[src/design/itm_pkg.sv]
// Constants, command codes and carrier types of the timer, transition and action-mode configuration block.
package itm_pkg;

   // Register byte offsets on the APB bus.
   localparam logic [7:0] OFS_DATA_LOW = 8'h00;
   localparam logic [7:0] OFS_DATA_HIGH = 8'h04;
   localparam logic [7:0] OFS_COMMAND = 8'h08;
   localparam logic [7:0] OFS_OUT_VALUE = 8'h0c;
   localparam logic [7:0] OFS_IN_VALUE = 8'h10;
   localparam logic [7:0] OFS_TRAP = 8'h14;
   localparam logic [7:0] OFS_IRQ_STATUS = 8'h18;
   localparam logic [7:0] OFS_READ_DATA = 8'h1c;

   // Command codes written to the command register.
   localparam logic [7:0] CMD_TIMER_VALUE = 8'hc3;
   localparam logic [7:0] CMD_TRANS_EN_12 = 8'hc4;
   localparam logic [7:0] CMD_TRANS_EN_34 = 8'hc5;
   localparam logic [7:0] CMD_TRANS_DIR_12 = 8'hc6;
   localparam logic [7:0] CMD_TRANS_DIR_34 = 8'hc7;
   localparam logic [7:0] CMD_ACTION_MODE = 8'hc8;
   localparam logic [7:0] CMD_RD_TIMER_VALUE = 8'hd3;
   localparam logic [7:0] CMD_RD_TRANS_EN_12 = 8'hd4;
   localparam logic [7:0] CMD_RD_TRANS_EN_34 = 8'hd5;
   localparam logic [7:0] CMD_RD_TRANS_DIR_12 = 8'hd6;
   localparam logic [7:0] CMD_RD_TRANS_DIR_34 = 8'hd7;
   localparam logic [7:0] CMD_RD_ACTION_MODE = 8'hd8;
   localparam logic [7:0] CMD_RD_TIMER_COUNT = 8'hda;
   localparam logic [7:0] CMD_TIMER_START = 8'he0;
   localparam logic [7:0] CMD_TIMER_STOP = 8'he1;
   localparam logic [7:0] CMD_TIMER_RESTART = 8'he2;
   localparam logic [7:0] CMD_TIMER_HALT_CLEAR = 8'he3;
   localparam logic [7:0] CMD_TRAP_CLEAR = 8'he4;
   localparam logic [7:0] CMD_SIMUL_OUTPUT_SET = 8'hf0;
   localparam logic [7:0] CMD_SIMUL_INPUT_LATCH = 8'hf1;

   // Timing: the figures in their own units, cycle counts derived from the clock period.
   localparam int CLK_PERIOD_NS = 8;
   localparam int US_NS = 1000;
   localparam int MS_NS = 1000000;
   localparam int US_CYCLES = US_NS / CLK_PERIOD_NS;
   localparam int MS_CYCLES = MS_NS / CLK_PERIOD_NS;

   // Reset values.
   localparam logic [15:0] TIMER_VALUE_RESET = 16'h0000;
   localparam logic [31:0] WORD_RESET = 32'h0000_0000;
   localparam logic [7:0] BYTE_RESET = 8'h00;

   // Position of the unit bit in the stored timer word.
   localparam int TIMER_UNIT_BIT = 15;

   // Action-mode byte, sampled from the low data register.
   typedef struct packed {
      logic [1:0] spare;
      logic input_strobe_edge_sel;
      logic output_strobe_edge_sel;
      logic timed_simul_latch_en;
      logic strobe_cmd_simul_latch_en;
      logic timed_simul_output_en;
      logic strobe_cmd_simul_output_en;
   } itm_mode_t;

   // Interrupt enable byte, sampled from the high data register.
   typedef struct packed {
      logic [3:0] spare;
      logic trap_irq_en;
      logic output_strobe_irq_en;
      logic input_strobe_irq_en;
      logic timer_irq_en;
   } itm_irq_en_t;

   // Timer states, one-hot.
   typedef enum logic [1:0] {
      TMR_IDLE = 2'b01,
      TMR_RUN = 2'b10
   } itm_tmr_state_t;

endpackage

[src/design/itm_config.sv]
// Timer, input transition trapping and action-mode configuration block with an APB register port.
// Function
// - Timer count is 15 bits, 1 to 32767.
// - High data bit 7 picks microsecond or millisecond.
// - Time base divides clock to one unit.
// - Reset clears stored timer value.
// - Commands start, stop and read timer count.
// - Ports one/two transition enables from data.
// - Ports three/four transition enables from data.
// - Only enabled inputs trap transitions.
// - Ports one/two direction: 0 rising, 1 falling.
// - Ports three/four direction: 0 rising, 1 falling.
// - Direction change may trap a spurious transition.
// - Action mode from low, interrupts from high.
// - Strobe/command mode holds outputs until set.
// - Timed mode applies outputs at timer expiry.
// - Strobe/command latch captures inputs on event.
// - Timed latch captures inputs at timer expiry.
// - Output strobe edge: 0 rising, 1 falling.
// - Input strobe edge: 0 rising, 1 falling.
// - Timer expiry pulls interrupt low; status read clears.
//
// The APB slave port and the register offsets were decided locally.
`timescale 1ns/1ps

module itm_config #(
   parameter int MS_CYCLES = itm_pkg::MS_CYCLES
) (
   input wire logic ref_clk,
   input wire logic resetn,
   input wire logic psel,
   input wire logic penable,
   input wire logic pwrite,
   input wire logic [7:0] paddr,
   input wire logic [31:0] pwdata,
   output logic [31:0] prdata,
   output logic pready,
   output logic pslverr,
   input wire logic [31:0] port_in,
   output logic [31:0] port_out,
   input wire logic output_strobe_in,
   input wire logic input_strobe_in,
   output logic interrupt_out_n_o,
   output logic interrupt_out_n_oe_n
);

   // Every pin input passes two flops; the third stage is the previous sample used for edges.
   logic [33:0] sync_ff1;
   logic [33:0] sync_ff2;
   logic [33:0] sync_prev;
   logic [31:0] live_in;
   logic [31:0] prev_in;
   logic ostb_edge;
   logic istb_edge;

   // Configuration state.
   logic [7:0] data_low;
   logic [7:0] data_high;
   logic [15:0] timer_value;
   logic [31:0] trans_en;
   logic [31:0] trans_dir;
   itm_pkg::itm_mode_t mode;
   itm_pkg::itm_irq_en_t irq_en;

   // Timer state.
   itm_pkg::itm_tmr_state_t tmr_state;
   logic [16:0] pre_cnt;
   logic [14:0] tmr_count;
   logic tick;
   logic expire;
   logic [16:0] unit_last;

   // Data paths and flags.
   logic [31:0] out_value;
   logic [31:0] in_latched;
   logic [31:0] trap;
   logic [2:0] irq_status;
   logic [15:0] read_data;

   // Bus strobes.
   logic wr_fire;
   logic rd_fire;
   logic cmd_fire;
   logic [7:0] cmd;
   logic addr_ok;
   logic out_load;
   logic in_load;
   logic [31:0] trap_set;
   logic [31:0] next_prdata;

   // Two-flop synchroniser; only the second stage and later are read by logic.
   always_ff @(posedge ref_clk) begin
      if (!resetn) begin
         sync_ff1 <= 34'h0_0000_0000;
         sync_ff2 <= 34'h0_0000_0000;
         sync_prev <= 34'h0_0000_0000;
      end else begin
         sync_ff1 <= {input_strobe_in, output_strobe_in, port_in};
         sync_ff2 <= sync_ff1;
         sync_prev <= sync_ff2;
      end
   end

   assign live_in = sync_ff2[31:0];
   assign prev_in = sync_prev[31:0];
   // Strobe edge selection: a set select bit picks the falling edge.
   assign ostb_edge = mode.output_strobe_edge_sel ? (sync_prev[32] & ~sync_ff2[32])
                                                  : (~sync_prev[32] & sync_ff2[32]);
   assign istb_edge = mode.input_strobe_edge_sel ? (sync_prev[33] & ~sync_ff2[33])
                                                 : (~sync_prev[33] & sync_ff2[33]);

   // APB decode; writes and reads take effect at the access edge.
   assign wr_fire = psel & penable & pready & pwrite;
   assign rd_fire = psel & penable & pready & ~pwrite;
   assign cmd_fire = wr_fire && (paddr == itm_pkg::OFS_COMMAND);
   assign cmd = pwdata[7:0];
   assign addr_ok = (paddr[1:0] == 2'h0) && (paddr <= itm_pkg::OFS_READ_DATA);

   // One wait-free access phase: pready and read data are registered during setup.
   always_ff @(posedge ref_clk) begin
      if (!resetn) begin
         pready <= 1'b0;
         pslverr <= 1'b0;
         prdata <= itm_pkg::WORD_RESET;
      end else begin
         pready <= psel & ~penable;
         pslverr <= psel & ~penable & ~addr_ok;
         prdata <= (psel & ~penable & ~pwrite) ? next_prdata : itm_pkg::WORD_RESET;
      end
   end

   // Read mux; the data registers are write-only and read as zero.
   always_comb begin
      next_prdata = itm_pkg::WORD_RESET;
      case (paddr)
         itm_pkg::OFS_OUT_VALUE: next_prdata = out_value;
         itm_pkg::OFS_IN_VALUE: next_prdata = in_latched;
         itm_pkg::OFS_TRAP: next_prdata = trap;
         itm_pkg::OFS_IRQ_STATUS: next_prdata = {29'h0000_0000, irq_status};
         itm_pkg::OFS_READ_DATA: next_prdata = {16'h0000, read_data};
         default: next_prdata = itm_pkg::WORD_RESET;
      endcase
   end

   // The two parameter bytes the host loads before writing a command.
   always_ff @(posedge ref_clk) begin
      if (!resetn) begin
         data_low <= itm_pkg::BYTE_RESET;
         data_high <= itm_pkg::BYTE_RESET;
      end else if (wr_fire) begin
         if (paddr == itm_pkg::OFS_DATA_LOW) begin
            data_low <= pwdata[7:0];
         end
         if (paddr == itm_pkg::OFS_DATA_HIGH) begin
            data_high <= pwdata[7:0];
         end
      end
   end

   // Setting commands copy the data bytes at the edge the command lands.
   always_ff @(posedge ref_clk) begin
      if (!resetn) begin
         timer_value <= itm_pkg::TIMER_VALUE_RESET;
         trans_en <= itm_pkg::WORD_RESET;
         trans_dir <= itm_pkg::WORD_RESET;
         mode <= itm_pkg::itm_mode_t'(itm_pkg::BYTE_RESET);
         irq_en <= itm_pkg::itm_irq_en_t'(itm_pkg::BYTE_RESET);
      end else if (cmd_fire) begin
         case (cmd)
            // Range 1..32767 is the host's duty; bit 15 carries the unit.
            itm_pkg::CMD_TIMER_VALUE: timer_value <= {data_high, data_low};
            itm_pkg::CMD_TRANS_EN_12: trans_en[15:0] <= {data_high, data_low};
            itm_pkg::CMD_TRANS_EN_34: trans_en[31:16] <= {data_high, data_low};
            // A new direction may see a level already past the edge; software clears traps after it.
            itm_pkg::CMD_TRANS_DIR_12: trans_dir[15:0] <= {data_high, data_low};
            itm_pkg::CMD_TRANS_DIR_34: trans_dir[31:16] <= {data_high, data_low};
            itm_pkg::CMD_ACTION_MODE: begin
               mode <= itm_pkg::itm_mode_t'(data_low);
               irq_en <= itm_pkg::itm_irq_en_t'(data_high);
            end
            default: begin
            end
         endcase
      end
   end

   // Read-back commands leave their answer in the read data register.
   always_ff @(posedge ref_clk) begin
      if (!resetn) begin
         read_data <= 16'h0000;
      end else if (cmd_fire) begin
         case (cmd)
            itm_pkg::CMD_RD_TIMER_VALUE: read_data <= timer_value;
            itm_pkg::CMD_RD_TRANS_EN_12: read_data <= trans_en[15:0];
            itm_pkg::CMD_RD_TRANS_EN_34: read_data <= trans_en[31:16];
            itm_pkg::CMD_RD_TRANS_DIR_12: read_data <= trans_dir[15:0];
            itm_pkg::CMD_RD_TRANS_DIR_34: read_data <= trans_dir[31:16];
            itm_pkg::CMD_RD_ACTION_MODE: read_data <= {irq_en, mode};
            itm_pkg::CMD_RD_TIMER_COUNT: read_data <= {1'b0, tmr_count};
            default: begin
            end
         endcase
      end
   end

   // Timer run state, steered by the start and stop commands.
   always_ff @(posedge ref_clk) begin
      if (!resetn) begin
         tmr_state <= itm_pkg::TMR_IDLE;
      end else if (cmd_fire) begin
         case (cmd)
            itm_pkg::CMD_TIMER_START, itm_pkg::CMD_TIMER_RESTART: tmr_state <= itm_pkg::TMR_RUN;
            itm_pkg::CMD_TIMER_STOP, itm_pkg::CMD_TIMER_HALT_CLEAR: tmr_state <= itm_pkg::TMR_IDLE;
            default: tmr_state <= tmr_state;
         endcase
      end
   end

   // One tick per microsecond or millisecond at the 8 ns clock period the cycle counts assume.
   assign unit_last = timer_value[itm_pkg::TIMER_UNIT_BIT] ? 17'(MS_CYCLES - 1)
                                                          : 17'(itm_pkg::US_CYCLES - 1);
   // Compare at or above, so a unit switched to a shorter one mid-count does not wait for a wrap.
   assign tick = (tmr_state == itm_pkg::TMR_RUN) && (pre_cnt >= unit_last);
   // A value of zero never expires, so an unprogrammed timer stays quiet.
   assign expire = tick && (timer_value[14:0] != 15'h0000) && (tmr_count + 15'h0001 >= timer_value[14:0]);

   // Prescaler and unit counter; expiry reloads for continuous operation.
   always_ff @(posedge ref_clk) begin
      if (!resetn) begin
         pre_cnt <= 17'h0_0000;
         tmr_count <= 15'h0000;
      end else if (cmd_fire && (cmd == itm_pkg::CMD_TIMER_RESTART || cmd == itm_pkg::CMD_TIMER_HALT_CLEAR)) begin
         pre_cnt <= 17'h0_0000;
         tmr_count <= 15'h0000;
      end else if (tmr_state == itm_pkg::TMR_RUN) begin
         pre_cnt <= tick ? 17'h0_0000 : pre_cnt + 17'h0_0001;
         if (expire) begin
            tmr_count <= 15'h0000;
         end else if (tick) begin
            tmr_count <= tmr_count + 15'h0001;
         end
      end
   end

   // Output events: set command or strobe edge in one mode, timer expiry in the other.
   assign out_load = (mode.strobe_cmd_simul_output_en &&
                      ((cmd_fire && cmd == itm_pkg::CMD_SIMUL_OUTPUT_SET) || ostb_edge)) ||
                     (mode.timed_simul_output_en && expire);

   // Written values wait in out_value; pins follow at once only when no holding mode is on.
   always_ff @(posedge ref_clk) begin
      if (!resetn) begin
         out_value <= itm_pkg::WORD_RESET;
         port_out <= itm_pkg::WORD_RESET;
      end else begin
         if (wr_fire && paddr == itm_pkg::OFS_OUT_VALUE) begin
            out_value <= pwdata;
         end
         if (out_load) begin
            port_out <= out_value;
         end else if (!mode.strobe_cmd_simul_output_en && !mode.timed_simul_output_en) begin
            port_out <= out_value;
         end
      end
   end

   // Input events mirror the output side.
   assign in_load = (mode.strobe_cmd_simul_latch_en &&
                     ((cmd_fire && cmd == itm_pkg::CMD_SIMUL_INPUT_LATCH) || istb_edge)) ||
                    (mode.timed_simul_latch_en && expire);

   // Latched inputs hold until the next event; with both modes off they track the pins.
   always_ff @(posedge ref_clk) begin
      if (!resetn) begin
         in_latched <= itm_pkg::WORD_RESET;
      end else if (in_load) begin
         in_latched <= live_in;
      end else if (!mode.strobe_cmd_simul_latch_en && !mode.timed_simul_latch_en) begin
         in_latched <= live_in;
      end
   end

   // Per-input trap detection, one instance per bit.
   genvar gi;
   generate
      for (gi = 0; gi < 32; gi++) begin : g_trap
         assign trap_set[gi] = trans_en[gi] && (trans_dir[gi] ? (prev_in[gi] & ~live_in[gi])
                                                               : (~prev_in[gi] & live_in[gi]));
      end
   endgenerate

   // Traps are sticky; a new trap in the clearing cycle survives the clear.
   always_ff @(posedge ref_clk) begin
      if (!resetn) begin
         trap <= itm_pkg::WORD_RESET;
      end else if (cmd_fire && cmd == itm_pkg::CMD_TRAP_CLEAR) begin
         trap <= trap_set;
      end else if (rd_fire && paddr == itm_pkg::OFS_TRAP) begin
         // Only the bits the reader was shown are cleared; a capture after the setup edge is kept.
         trap <= (trap & ~prdata) | trap_set;
      end else begin
         trap <= trap | trap_set;
      end
   end

   // Interrupt status: timer, input strobe, output strobe; a read clears only the bits it returned.
   always_ff @(posedge ref_clk) begin
      if (!resetn) begin
         irq_status <= 3'h0;
      end else begin
         irq_status <= ((rd_fire && paddr == itm_pkg::OFS_IRQ_STATUS) ? (irq_status & ~prdata[2:0]) : irq_status) |
                       {irq_en.output_strobe_irq_en & mode.strobe_cmd_simul_output_en & ostb_edge,
                        irq_en.input_strobe_irq_en & mode.strobe_cmd_simul_latch_en & istb_edge,
                        irq_en.timer_irq_en & expire};
      end
   end

   // Open-drain interrupt pin: level is always low, released by raising the enable.
   always_ff @(posedge ref_clk) begin
      if (!resetn) begin
         interrupt_out_n_oe_n <= 1'b1;
      end else begin
         interrupt_out_n_oe_n <= ~(|irq_status || (irq_en.trap_irq_en && |trap));
      end
   end
   assign interrupt_out_n_o = 1'b0;

   // Checks on the behaviour above.
   reset_value_a: assert property (@(posedge ref_clk) !resetn |=> timer_value == 16'h0000)
      else $error("timer value not zero after reset");

   trap_gate_a: assert property (@(posedge ref_clk) disable iff (!resetn)
      ((trap & ~$past(trap) & ~$past(trans_en)) == 32'h0000_0000))
      else $error("disabled input recorded a transition");

   enable_store_a: assert property (@(posedge ref_clk) disable iff (!resetn)
      cmd_fire && cmd == 8'hc4 |=> trans_en[15:0] == $past({data_high, data_low}))
      else $error("first pair enables not stored");

   out_hold_a: assert property (@(posedge ref_clk) disable iff (!resetn)
      mode.strobe_cmd_simul_output_en && !mode.timed_simul_output_en && !out_load && !cmd_fire
      |=> $stable(port_out))
      else $error("held output changed without a set event");

   timed_output_a: assert property (@(posedge ref_clk) disable iff (!resetn)
      mode.timed_simul_output_en && expire |=> port_out == $past(out_value))
      else $error("outputs not applied at timer expiry");

   latch_capture_a: assert property (@(posedge ref_clk) disable iff (!resetn)
      mode.strobe_cmd_simul_latch_en && istb_edge |=> in_latched == $past(live_in))
      else $error("inputs not latched on strobe edge");

   timer_irq_a: assert property (@(posedge ref_clk) disable iff (!resetn)
      irq_en.timer_irq_en && expire |=> irq_status[0] ##1 !interrupt_out_n_oe_n)
      else $error("timer expiry did not raise interrupt");

   us_tick_a: assert property (@(posedge ref_clk) disable iff (!resetn)
      tick && !timer_value[15] && !cmd_fire |=> !tick [*8])
      else $error("microsecond ticks too close together");

   mode_store_a: assert property (@(posedge ref_clk) disable iff (!resetn)
      cmd_fire && cmd == itm_pkg::CMD_ACTION_MODE |=> {irq_en, mode} == $past({data_high, data_low}))
      else $error("action mode or interrupt enables not stored");

   idle_count_a: assert property (@(posedge ref_clk) disable iff (!resetn)
      tmr_state == itm_pkg::TMR_IDLE && !cmd_fire |=> $stable(tmr_count))
      else $error("stopped timer count moved");

   timed_latch_a: assert property (@(posedge ref_clk) disable iff (!resetn)
      mode.timed_simul_latch_en && expire |=> in_latched == $past(live_in))
      else $error("inputs not latched at timer expiry");

   trap_edge_a: assert property (@(posedge ref_clk) disable iff (!resetn)
      1'b1 |=> (trap & $past(trans_en & (trans_dir ^ live_in) & (prev_in ^ live_in))) ==
               $past(trans_en & (trans_dir ^ live_in) & (prev_in ^ live_in)))
      else $error("enabled transition in chosen direction not trapped");

   istb_irq_a: assert property (@(posedge ref_clk) disable iff (!resetn)
      !mode.strobe_cmd_simul_latch_en && !irq_status[1] |=> !irq_status[1])
      else $error("input strobe interrupt without latch mode");

endmodule

[config.mk]
export PLATFORM = sky130hd
export DESIGN_NAME = itm_config
export DESIGN_NICKNAME = d
export VERILOG_FILES = /design/src/design/itm_pkg.sv /design/src/design/itm_config.sv
export SDC_FILE = /design/constraint.sdc
export NUM_CORES = 1
export LEC_CHECK = 0
export ABC_AREA = 0
export BUFFER_PORTS_ARGS = -buffer_cell sky130_fd_sc_hd__buf_2
export CAP_MARGIN = 20
export CELL_PAD_IN_SITES_DETAIL_PLACEMENT = 0
export CELL_PAD_IN_SITES_GLOBAL_PLACEMENT = 1
export CORE_AREA = 2 2 265 267
export CTS_CLUSTER_SIZE = 16
export DETAILED_ROUTE_END_ITERATION = 7
export DIE_AREA = 0 0 267 269
export PLACE_DENSITY = 0.58
export SETUP_SLACK_MARGIN = 0.15
export SYNTH_ARGS = -nofsm -noshare
export SYNTH_HDL_FRONTEND = slang
export SYNTH_SLANG_ARGS = --single-unit
[constraint.sdc]
create_clock -name ref_clk -period 3.1 [get_ports ref_clk]
set_input_delay 0 -clock ref_clk [delete_from_list [all_inputs] [get_ports ref_clk]]
set_output_delay 0 -clock ref_clk [all_outputs]
set_load 0.01 [all_outputs]
==> results.ini, run 1 <==
[placement]
dp_hpwl_um=43200
io_buffers=145
place.gp.congestion=0.863
dpl.cell_count=3029
dp_slack_ps=6.17

[timing]
max_freq_ghz=0.323
final_min_period_over_clock_period=0.998
rsz0062_at_grt=yes
slew_headroom=0.315
tightest_slew_ps=1030
skew_ps=28.6
hold_viol=0
fin_ws_ps=7.62
fin_crit_ps=3090
hold_slack_ps=88.8
setup_violations=0
maxSlewViolCount=0

[yosys]
ys_ff_latch=430
yosys_warnings=0
postSynthAreaPerCell_um2=8.85
ys_async_sr_fraction=0
seq_area_frac_synth=0.484
synth_fp_nets=2116
synthCells=2010
ys_types=71
synth_area_mm2=0.0178
synth-edff-count=0
synth_top_flop_cell=dfxtp_1

[pwr]
vdd_ir_drop_max_mv=0.371
leakage_uw=0.00842
powerDensity_mw_per_mm2=529

[final_layout]
fin_cells=3202
final_util=0.323
nFillCells=7242
syn_to_final_growth_pct=25.7
nNetsFinal=2333
drive_above_1_share=0.158
register_area_mm2=0.00862
multi_input_area_mm2=0.00863
diodes=0

[routing]
routed_via_density=4.77
drc=0
first_pass_iters=8
vias=15260
ant_nets=0
drt_iter0_markers=1189
drt-total-wl_um=64700
wl_per_cell_um=20.2

[clock_network]
cts_root_buf=clkbuf_16
clk_path_buf_depth=3
clkTransAtPathRegs_ps=60
htreeDepth=2
cts_tree=done
cts_buffers=47
clock-sinks=430
insertion_delay_ps=590

[setup_path]
crit_path_cell_trace=ha_4 > nand3_4 > nor2b_4 > nand4_1 > xnor2_2 > ha_1 > nand4_1 > nor2_1 > a211o_1 > and2_4 > a31oi_4 > buf_12 > buf_16 > mux2i_2
crit_top_cell=nand4_1
startpoint_type=register
crit_type=reg -> reg
worst_path_max_delay_cell=dfxtp_4
critPathArrivalTime_ps=3600
end_kind=register
required_ps=3610
worstPathMaxFanout=8
cpPeakStageDelay_ps=370

[run]
cap_violations=0

[outcome]
status=complete, no violations

[die]
ios=147
die_height_um=269
start_util=0.257
die_area_mm2=0.0718
coreArea_mm2=0.0693
die_w_um=267
num_rows=97

[global_route]
grt_use_total=0.177
grt_pass1_wl_um=95800
grt_max_degree=214
grt_pass1_vias=15036
gr-total-overflow=0
antenna_found_initial=0

[worst_hold_path]
hp-class=in -> reg

-- area by class of cell --
class | instances | share of cell area
sequential | 430 | 0.386
tap | 940 | 0.0526
clock inverter | 14 | 0.00828
timing repair buffer | 284 | 0.0961
inverter | 55 | 0.00923
multi-input combinational | 1409 | 0.386
clock buffer | 70 | 0.0623
-- kinds of logic (layout without fill, tap and decap cells) --
family                     count (synthesis)  count (layout)  share of synthesized area
and+or+nand+nor                          870             870                      0.222
DFF                                      430             430                      0.484
other                                      1               1                   0.000211
AOI/OAI and AO/OA                        390             390                      0.158
muxes                                     92              92                     0.0623
xor gates and xnor gates                  29              29                     0.0143
adders and majority gates                 27              27                     0.0190
buffers and inverters                    171             423                     0.0407
-- placed cells by master, fill, tap and decap left out, types with 5 or more instances in the layout --
| cell | synthesis | final |
|---|---|---|
| buf_16 | 0 | 5 |
| nor4_1 | 17 | 14 |
| buf_2 | 15 | 144 |
| inv_1 | 54 | 53 |
| and2_1 | 73 | 72 |
| clkbuf_1 | 84 | 10 |
| nor2_1 | 98 | 94 |
| a21boi_0 | 54 | 54 |
| a222oi_1 | 17 | 17 |
| nand2b_1 | 5 | 5 |
| nand4_1 | 11 | 11 |
| o21ai_0 | 55 | 54 |
| clkinv_2 | 0 | 6 |
| xor2_1 | 14 | 13 |
| nor3_1 | 8 | 7 |
| mux4_2 | 15 | 15 |
| nand2_1 | 534 | 533 |
| and3_1 | 9 | 6 |
| a21oi_1 | 55 | 53 |
| buf_4 | 5 | 56 |
| nand3_1 | 28 | 26 |
| clkbuf_16 | 0 | 48 |
| mux2i_1 | 77 | 76 |
| ha_1 | 27 | 26 |
| a31oi_1 | 6 | 6 |
| dlygate4sd3_1 | 0 | 71 |
| a22oi_1 | 46 | 46 |
| a221oi_1 | 15 | 15 |
| clkbuf_8 | 0 | 13 |
| dfxtp_2 | 0 | 8 |
| a32oi_1 | 35 | 35 |
| o21ai_1 | 4 | 5 |
| nor2b_1 | 59 | 58 |
| xnor2_1 | 15 | 13 |
| dfxtp_1 | 430 | 421 |
| a21boi_1 | 76 | 76 |
| buf_12 | 0 | 6 |
-- layer usage --
| layer | wire (um) | vias to the layer above | share of wire | global-route usage |
|---|---|---|---|---|
| met5 | 0 | - | 0 | 0 |
| met2 | 29900 | 372 | 0.46 | 0.292 |
| li1 | - | 7312 | - | - |
| met4 | 1300 | 0 | 0.020 | 0.0462 |
| met1 | 30200 | 7507 | 0.47 | 0.240 |
| met3 | 3270 | 69 | 0.050 | 0.0275 |
-- state kept, by name, summed over array words and instances, names as in the netlist --
signal,count
pready,1
tmr_count,15
out_value,32
trans_dir,32
trans_en,32
sync_prev,34
sync_ff2,34
pre_cnt,17
sync_ff1,34
irq_status,3
trap,32
read_data,16
port_out,32
irq_en,8
prdata,32
interrupt_out_n_oe_n,1
timer_value,16
data_low,8
data_high,8
mode,8
in_latched,32
pslverr,1
tmr_state,2
-- power by group --
group	internal [uW]	total, uW	switching (uW)
combinational	191	406	215
sequential	5590	5620	32.2
clock	3430	5810	2370
-- critical path, delay by kind of cell (launching register included) --
kind                     cells  cell delay [ps]
XOR/XNOR                     1              240
flip-flops                   1              370
buffers and inverters        2              350
adder cells (fa/ha/maj)      2              440
AO/OA/AOI/OAI                2              510
multiplexers                 1              230
AND/OR/NAND/NOR              6              830
-- metrics by stage --
stage | setup TNS (ps) | instance area (um^2) | total power [uW]
after detailed placement | 0 | 19700 | 6090
final | 0 | 22400 | 11800
after global placement | 0 | 19700 | 6080
after CTS | 0 | 22200 | 12000
after floorplan | 0 | 17800 | 5940
after global routing | -5520 | 22400 | 12300
-- cell usage after synthesis (4+ instances only) --
library cell / instances / area, um^2
a21boi_0: 54 / 405
a21boi_1: 76 / 571
a21oi_1: 55 / 275
a221oi_1: 15 / 131
a222oi_1: 17 / 170
a22oi_1: 46 / 345
a31oi_1: 6 / 37.5
a32oi_1: 35 / 307
and2_1: 73 / 457
and3_1: 9 / 56.3
buf_1: 6 / 22.5
buf_2: 15 / 75.1
buf_4: 5 / 37.5
buf_6: 6 / 67.6
clkbuf_1: 84 / 315
dfxtp_1: 430 / 8610
ha_1: 27 / 338
inv_1: 54 / 203
mux2i_1: 77 / 771
mux4_2: 15 / 338
nand2_1: 534 / 2000
nand2b_1: 5 / 31.3
nand3_1: 28 / 140
nand4_1: 11 / 68.8
nor2_1: 98 / 368
nor2b_1: 59 / 369
nor3_1: 8 / 40.0
nor4_1: 17 / 106
o21ai_0: 55 / 275
o21ai_1: 4 / 20.0
o2bb2ai_1: 4 / 35.0
xnor2_1: 15 / 131
xor2_1: 14 / 123
-- final timing paths --
path,depth (start not counted),endpoint,start,slack (ps)
max,14,port_out[24]$_SDFFE_PN0P_,tmr_count[1]$_SDFFE_PP0P_,8
min,6,irq_status[2]$_SDFF_PN0_,pwrite,90
max reg2reg,14,port_out[24]$_SDFFE_PN0P_,tmr_count[1]$_SDFFE_PP0P_,8
min reg2reg,1,sync_ff2[32]$_SDFF_PN0_,sync_ff1[32]$_SDFF_PN0_,410
-- repair_timing --
| action | CTS | global route |
|---|---|---|
| hold buffers | 71 | 0 |
| resized for setup | 20 | 18 |
| buffers inserted | 8 | 5 |
| cloned | 3 | 2 |
| pin swaps | 12 | 13 |
| hold endpoints to repair | 83 | 0 |
| setup endpoints to repair | 37 | 72 |
Power figures use the tool's default switching activity.
==> inputs of run 2 (changes only) <==
Settings changed: ABC_AREA 0 to 1, CELL_PAD_IN_SITES_DETAIL_PLACEMENT 0 to unset, CELL_PAD_IN_SITES_GLOBAL_PLACEMENT 1 to unset, CORE_AREA 2 2 265 267 to 2 2 271 273, DIE_AREA 0 0 267 269 to 0 0 273 275, PLACE_DENSITY 0.58 to 0.48.
==> run 2 against run 1 <==
  * The flow now finishes with violations (negative setup slack)
  * Register-to-register slack worse by 150 ps
  * Critical path type unchanged
  * Sequential power about the same
  * Sequential share of layout area down 1.9 points
  * Non-clock buffer count up 8
  * Fmax down 4.7%
  * Final cell count up 15%
  * Clock-buffer cell count up 12
  * Worst hold slack worse by 46 ps
  * Die area up 4.5%
  * Critical path depth up 7
  * Setup slack worse by 150 ps
  * Routed wire length up 2.6%
==> results.ini, run 2 <==
[outcome]
status=finished, violations left
failed_checks=negative setup slack

[clock_network]
clk_path_buf_depth=3
clock-sinks=430
htreeDepth=2
cts_buffers=52
insertion_delay_ps=610
cts_root_buf=clkbuf_16
cts_tree=done
clkTransAtPathRegs_ps=60

[routing]
vias=16781
drc=0
drt_iter0_markers=1250
ant_nets=0
routed_via_density=4.57
drt-total-wl_um=66400
first_pass_iters=6
wl_per_cell_um=18.1

[timing]
fin_crit_ps=3250
slew_headroom=0.336
rsz0062_at_grt=yes
tns_ps=-7260
tightest_slew_ps=992
fin_ws_ps=-145
skew_ps=24.9
hold_viol=0
final_min_period_over_clock_period=1.05
setup_violations=79
max_freq_ghz=0.308
maxSlewViolCount=0

[final_layout]
final_common_cell=dfxtp_1
reg_top3=sync_ff1: 34 flops, sync_ff2: 34 flops, sync_prev: 34 flops
drive_above_1_share=0.164
layout_common_cells=dfxtp_1 (428), inv_1 (411), nand2_1 (409)
nNetsFinal=2780
fin_cells=3674
diodes=0
syn_to_final_growth_pct=26.0

[yosys]
yosys_warnings=0
yosysTopAreaCellShare=0.462
yosysMostFrequentCell=dfxtp_1
synth_top_area_cell=dfxtp_1
ys_types=49
synthCells=2453
seq_area_frac_synth=0.462
synth_top_flop_cell=dfxtp_1
ys_async_sr_fraction=0
ys_ff_latch=430
synth_area_mm2=0.0187
synth_fp_nets=2559
synth-edff-count=0
postSynthAreaPerCell_um2=7.60
synth_area_leaders=dfxtp_1 (46%), inv_1 (8.3%), nand2_1 (8.3%), nor2_1 (5.7%), a21oi_1 (4.5%)
synth_commonest_cells=dfxtp_1 (430), inv_1 (413), nand2_1 (411)

[pwr]
p_switching_uw=2770
p_int_uw=9500
power_uw=12300
switching_share=0.226
pwr-share-seq=0.459
leakage_uw=0.00999
vdd_ir_drop_max_mv=0.346
powerDensity_mw_per_mm2=522
power.share.clock=0.508
pwr-share-comb=0.033

[die]
ios=147
die_area_mm2=0.0751
coreArea_mm2=0.0723
die_w_um=273
start_util=0.258
num_rows=99
die_height_um=275

[global_route]
grt_pass1_vias=15398
grt_use_total=0.171
grt_pass1_wl_um=97800
antenna_found_initial=1
grt_max_degree=144
gr-total-overflow=0

[placement]
dp_slack_ps=-92.0
io_buffers=145
place.gp.congestion=0.877
dp_hpwl_um=46700
dpl.cell_count=3480

[setup_path]
crit_path_cell_trace=ha_4 > nand3_2 > nor2_1 > inv_1 > nor2_1 > inv_1 > nor2_2 > nand2_1 > xor2_2 > ha_1 > nand2_1 > nor2_1 > nand4_1 > nor3_2 > nor2_4 > nor2_4 > buf_12 > nand2_8 > buf_12 > a21oi_1 > nor2_1
end_kind=register
worst_path_max_delay_cell=dfxtp_4
required_ps=3600
cpPeakStageDelay_ps=380
crit_type=reg -> reg
crit_family=simple AND/OR/NAND/NOR gates
critPathBufInv=4
critPathArrivalTime_ps=3740
startpoint_type=register
worstPathMaxFanout=37
crit_top_cell=nor2_1

[worst_hold_path]
hp-class=in -> reg

[run]
cap_violations=0

## run 2: cell types whose count changed in the layout (fill, tap and decap cells not counted), moves of 44 or more
cell and change:
a21boi_1 -76, nor2b_1 -58, nand3_1 +89, inv_1 +358, a21oi_1 +94, a21boi_0 -53
nor2_1 +177, and2_1 -71, mux2i_1 -76, nand2_1 -124, o22ai_1 +44, o21ai_0 +73
a211oi_2 +64
## run 2: power by group through the flow
stage          Clock (uW)  Combinational [uW]  Sequential [uW]
3_3_place_gp            0                 336             5750
2_1_floorplan           0                 203             5740
4_1_cts              6390                 410             5630
6_report             6230                 408             5630
5_1_grt              6600                 455             5640
3_5_place_dp            0                 335             5760
## run 2: worst min-delay path, cell delays in order
cell	delay, ps
buf_2	110
inv_2	80
nor3_4	40
buf_4	190
nand3_1	90
a31oi_1	70
## run 2: kinds of logic after synthesis
family	count (synthesis)	synth area share
AND/OR/NAND/NOR	908	0.208
XOR/XNOR	20	0.00939
adder cells (fa/ha/maj)	27	0.0181
flip-flops	430	0.462
other	1	0.000201
buffers and inverters	547	0.118
AO/OA/AOI/OAI	520	0.185
## run 2: final timing paths
kind | cells after the start | to | from | slack, ps
max reg2reg | 21 | in_latched[14]$_SDFFE_PN0P_ | tmr_count[0]$_SDFFE_PP0P_ | -150
min | 6 | prdata[2]$_SDFF_PN0_ | paddr[2] | 40
min reg2reg | 2 | sync_ff2[7]$_SDFF_PN0_ | sync_ff1[7]$_SDFF_PN0_ | 410
max | 21 | in_latched[14]$_SDFFE_PN0P_ | tmr_count[0]$_SDFFE_PP0P_ | -150
## run 2: final cells by class
type / instances / area, um^2
clock buffers: 82 / 1590
repair buffers: 292 / 2210
multi-input cells: 1476 / 8150
well taps: 959 / 1200
fillers: 7889 / 48800
clock inverters: 13 / 155
flip-flops and latches: 430 / 8610
inverters: 422 / 1590
## run 2: per-stage QoR
stage,utilization,instance area (um^2),hold slack [ps]
after floorplan,-,18700,87.1
after global placement,0.282,20400,186
after detailed placement,0.282,20400,188
after CTS,0.320,23100,8.71
after global routing,0.325,23500,64.6
final,0.325,23500,42.7
## run 2: what timing repair did
| action | CTS | global route |
|---|---|---|
| buffers inserted | 4 | 8 |
| endpoints found under the hold margin | 113 | 0 |
| hold buffers | 84 | 0 |
| pin swaps | 1 | 15 |
| gates cloned | 1 | 2 |
| resized for setup | 14 | 64 |
| endpoints found under the setup margin | 79 | 80 |
## run 2: layer usage
layer,GRT usage,part of all wire
met2,0.281,0.46
met4,0.0620,0.033
met1,0.231,0.46
met5,0,0
met3,0.0216,0.048
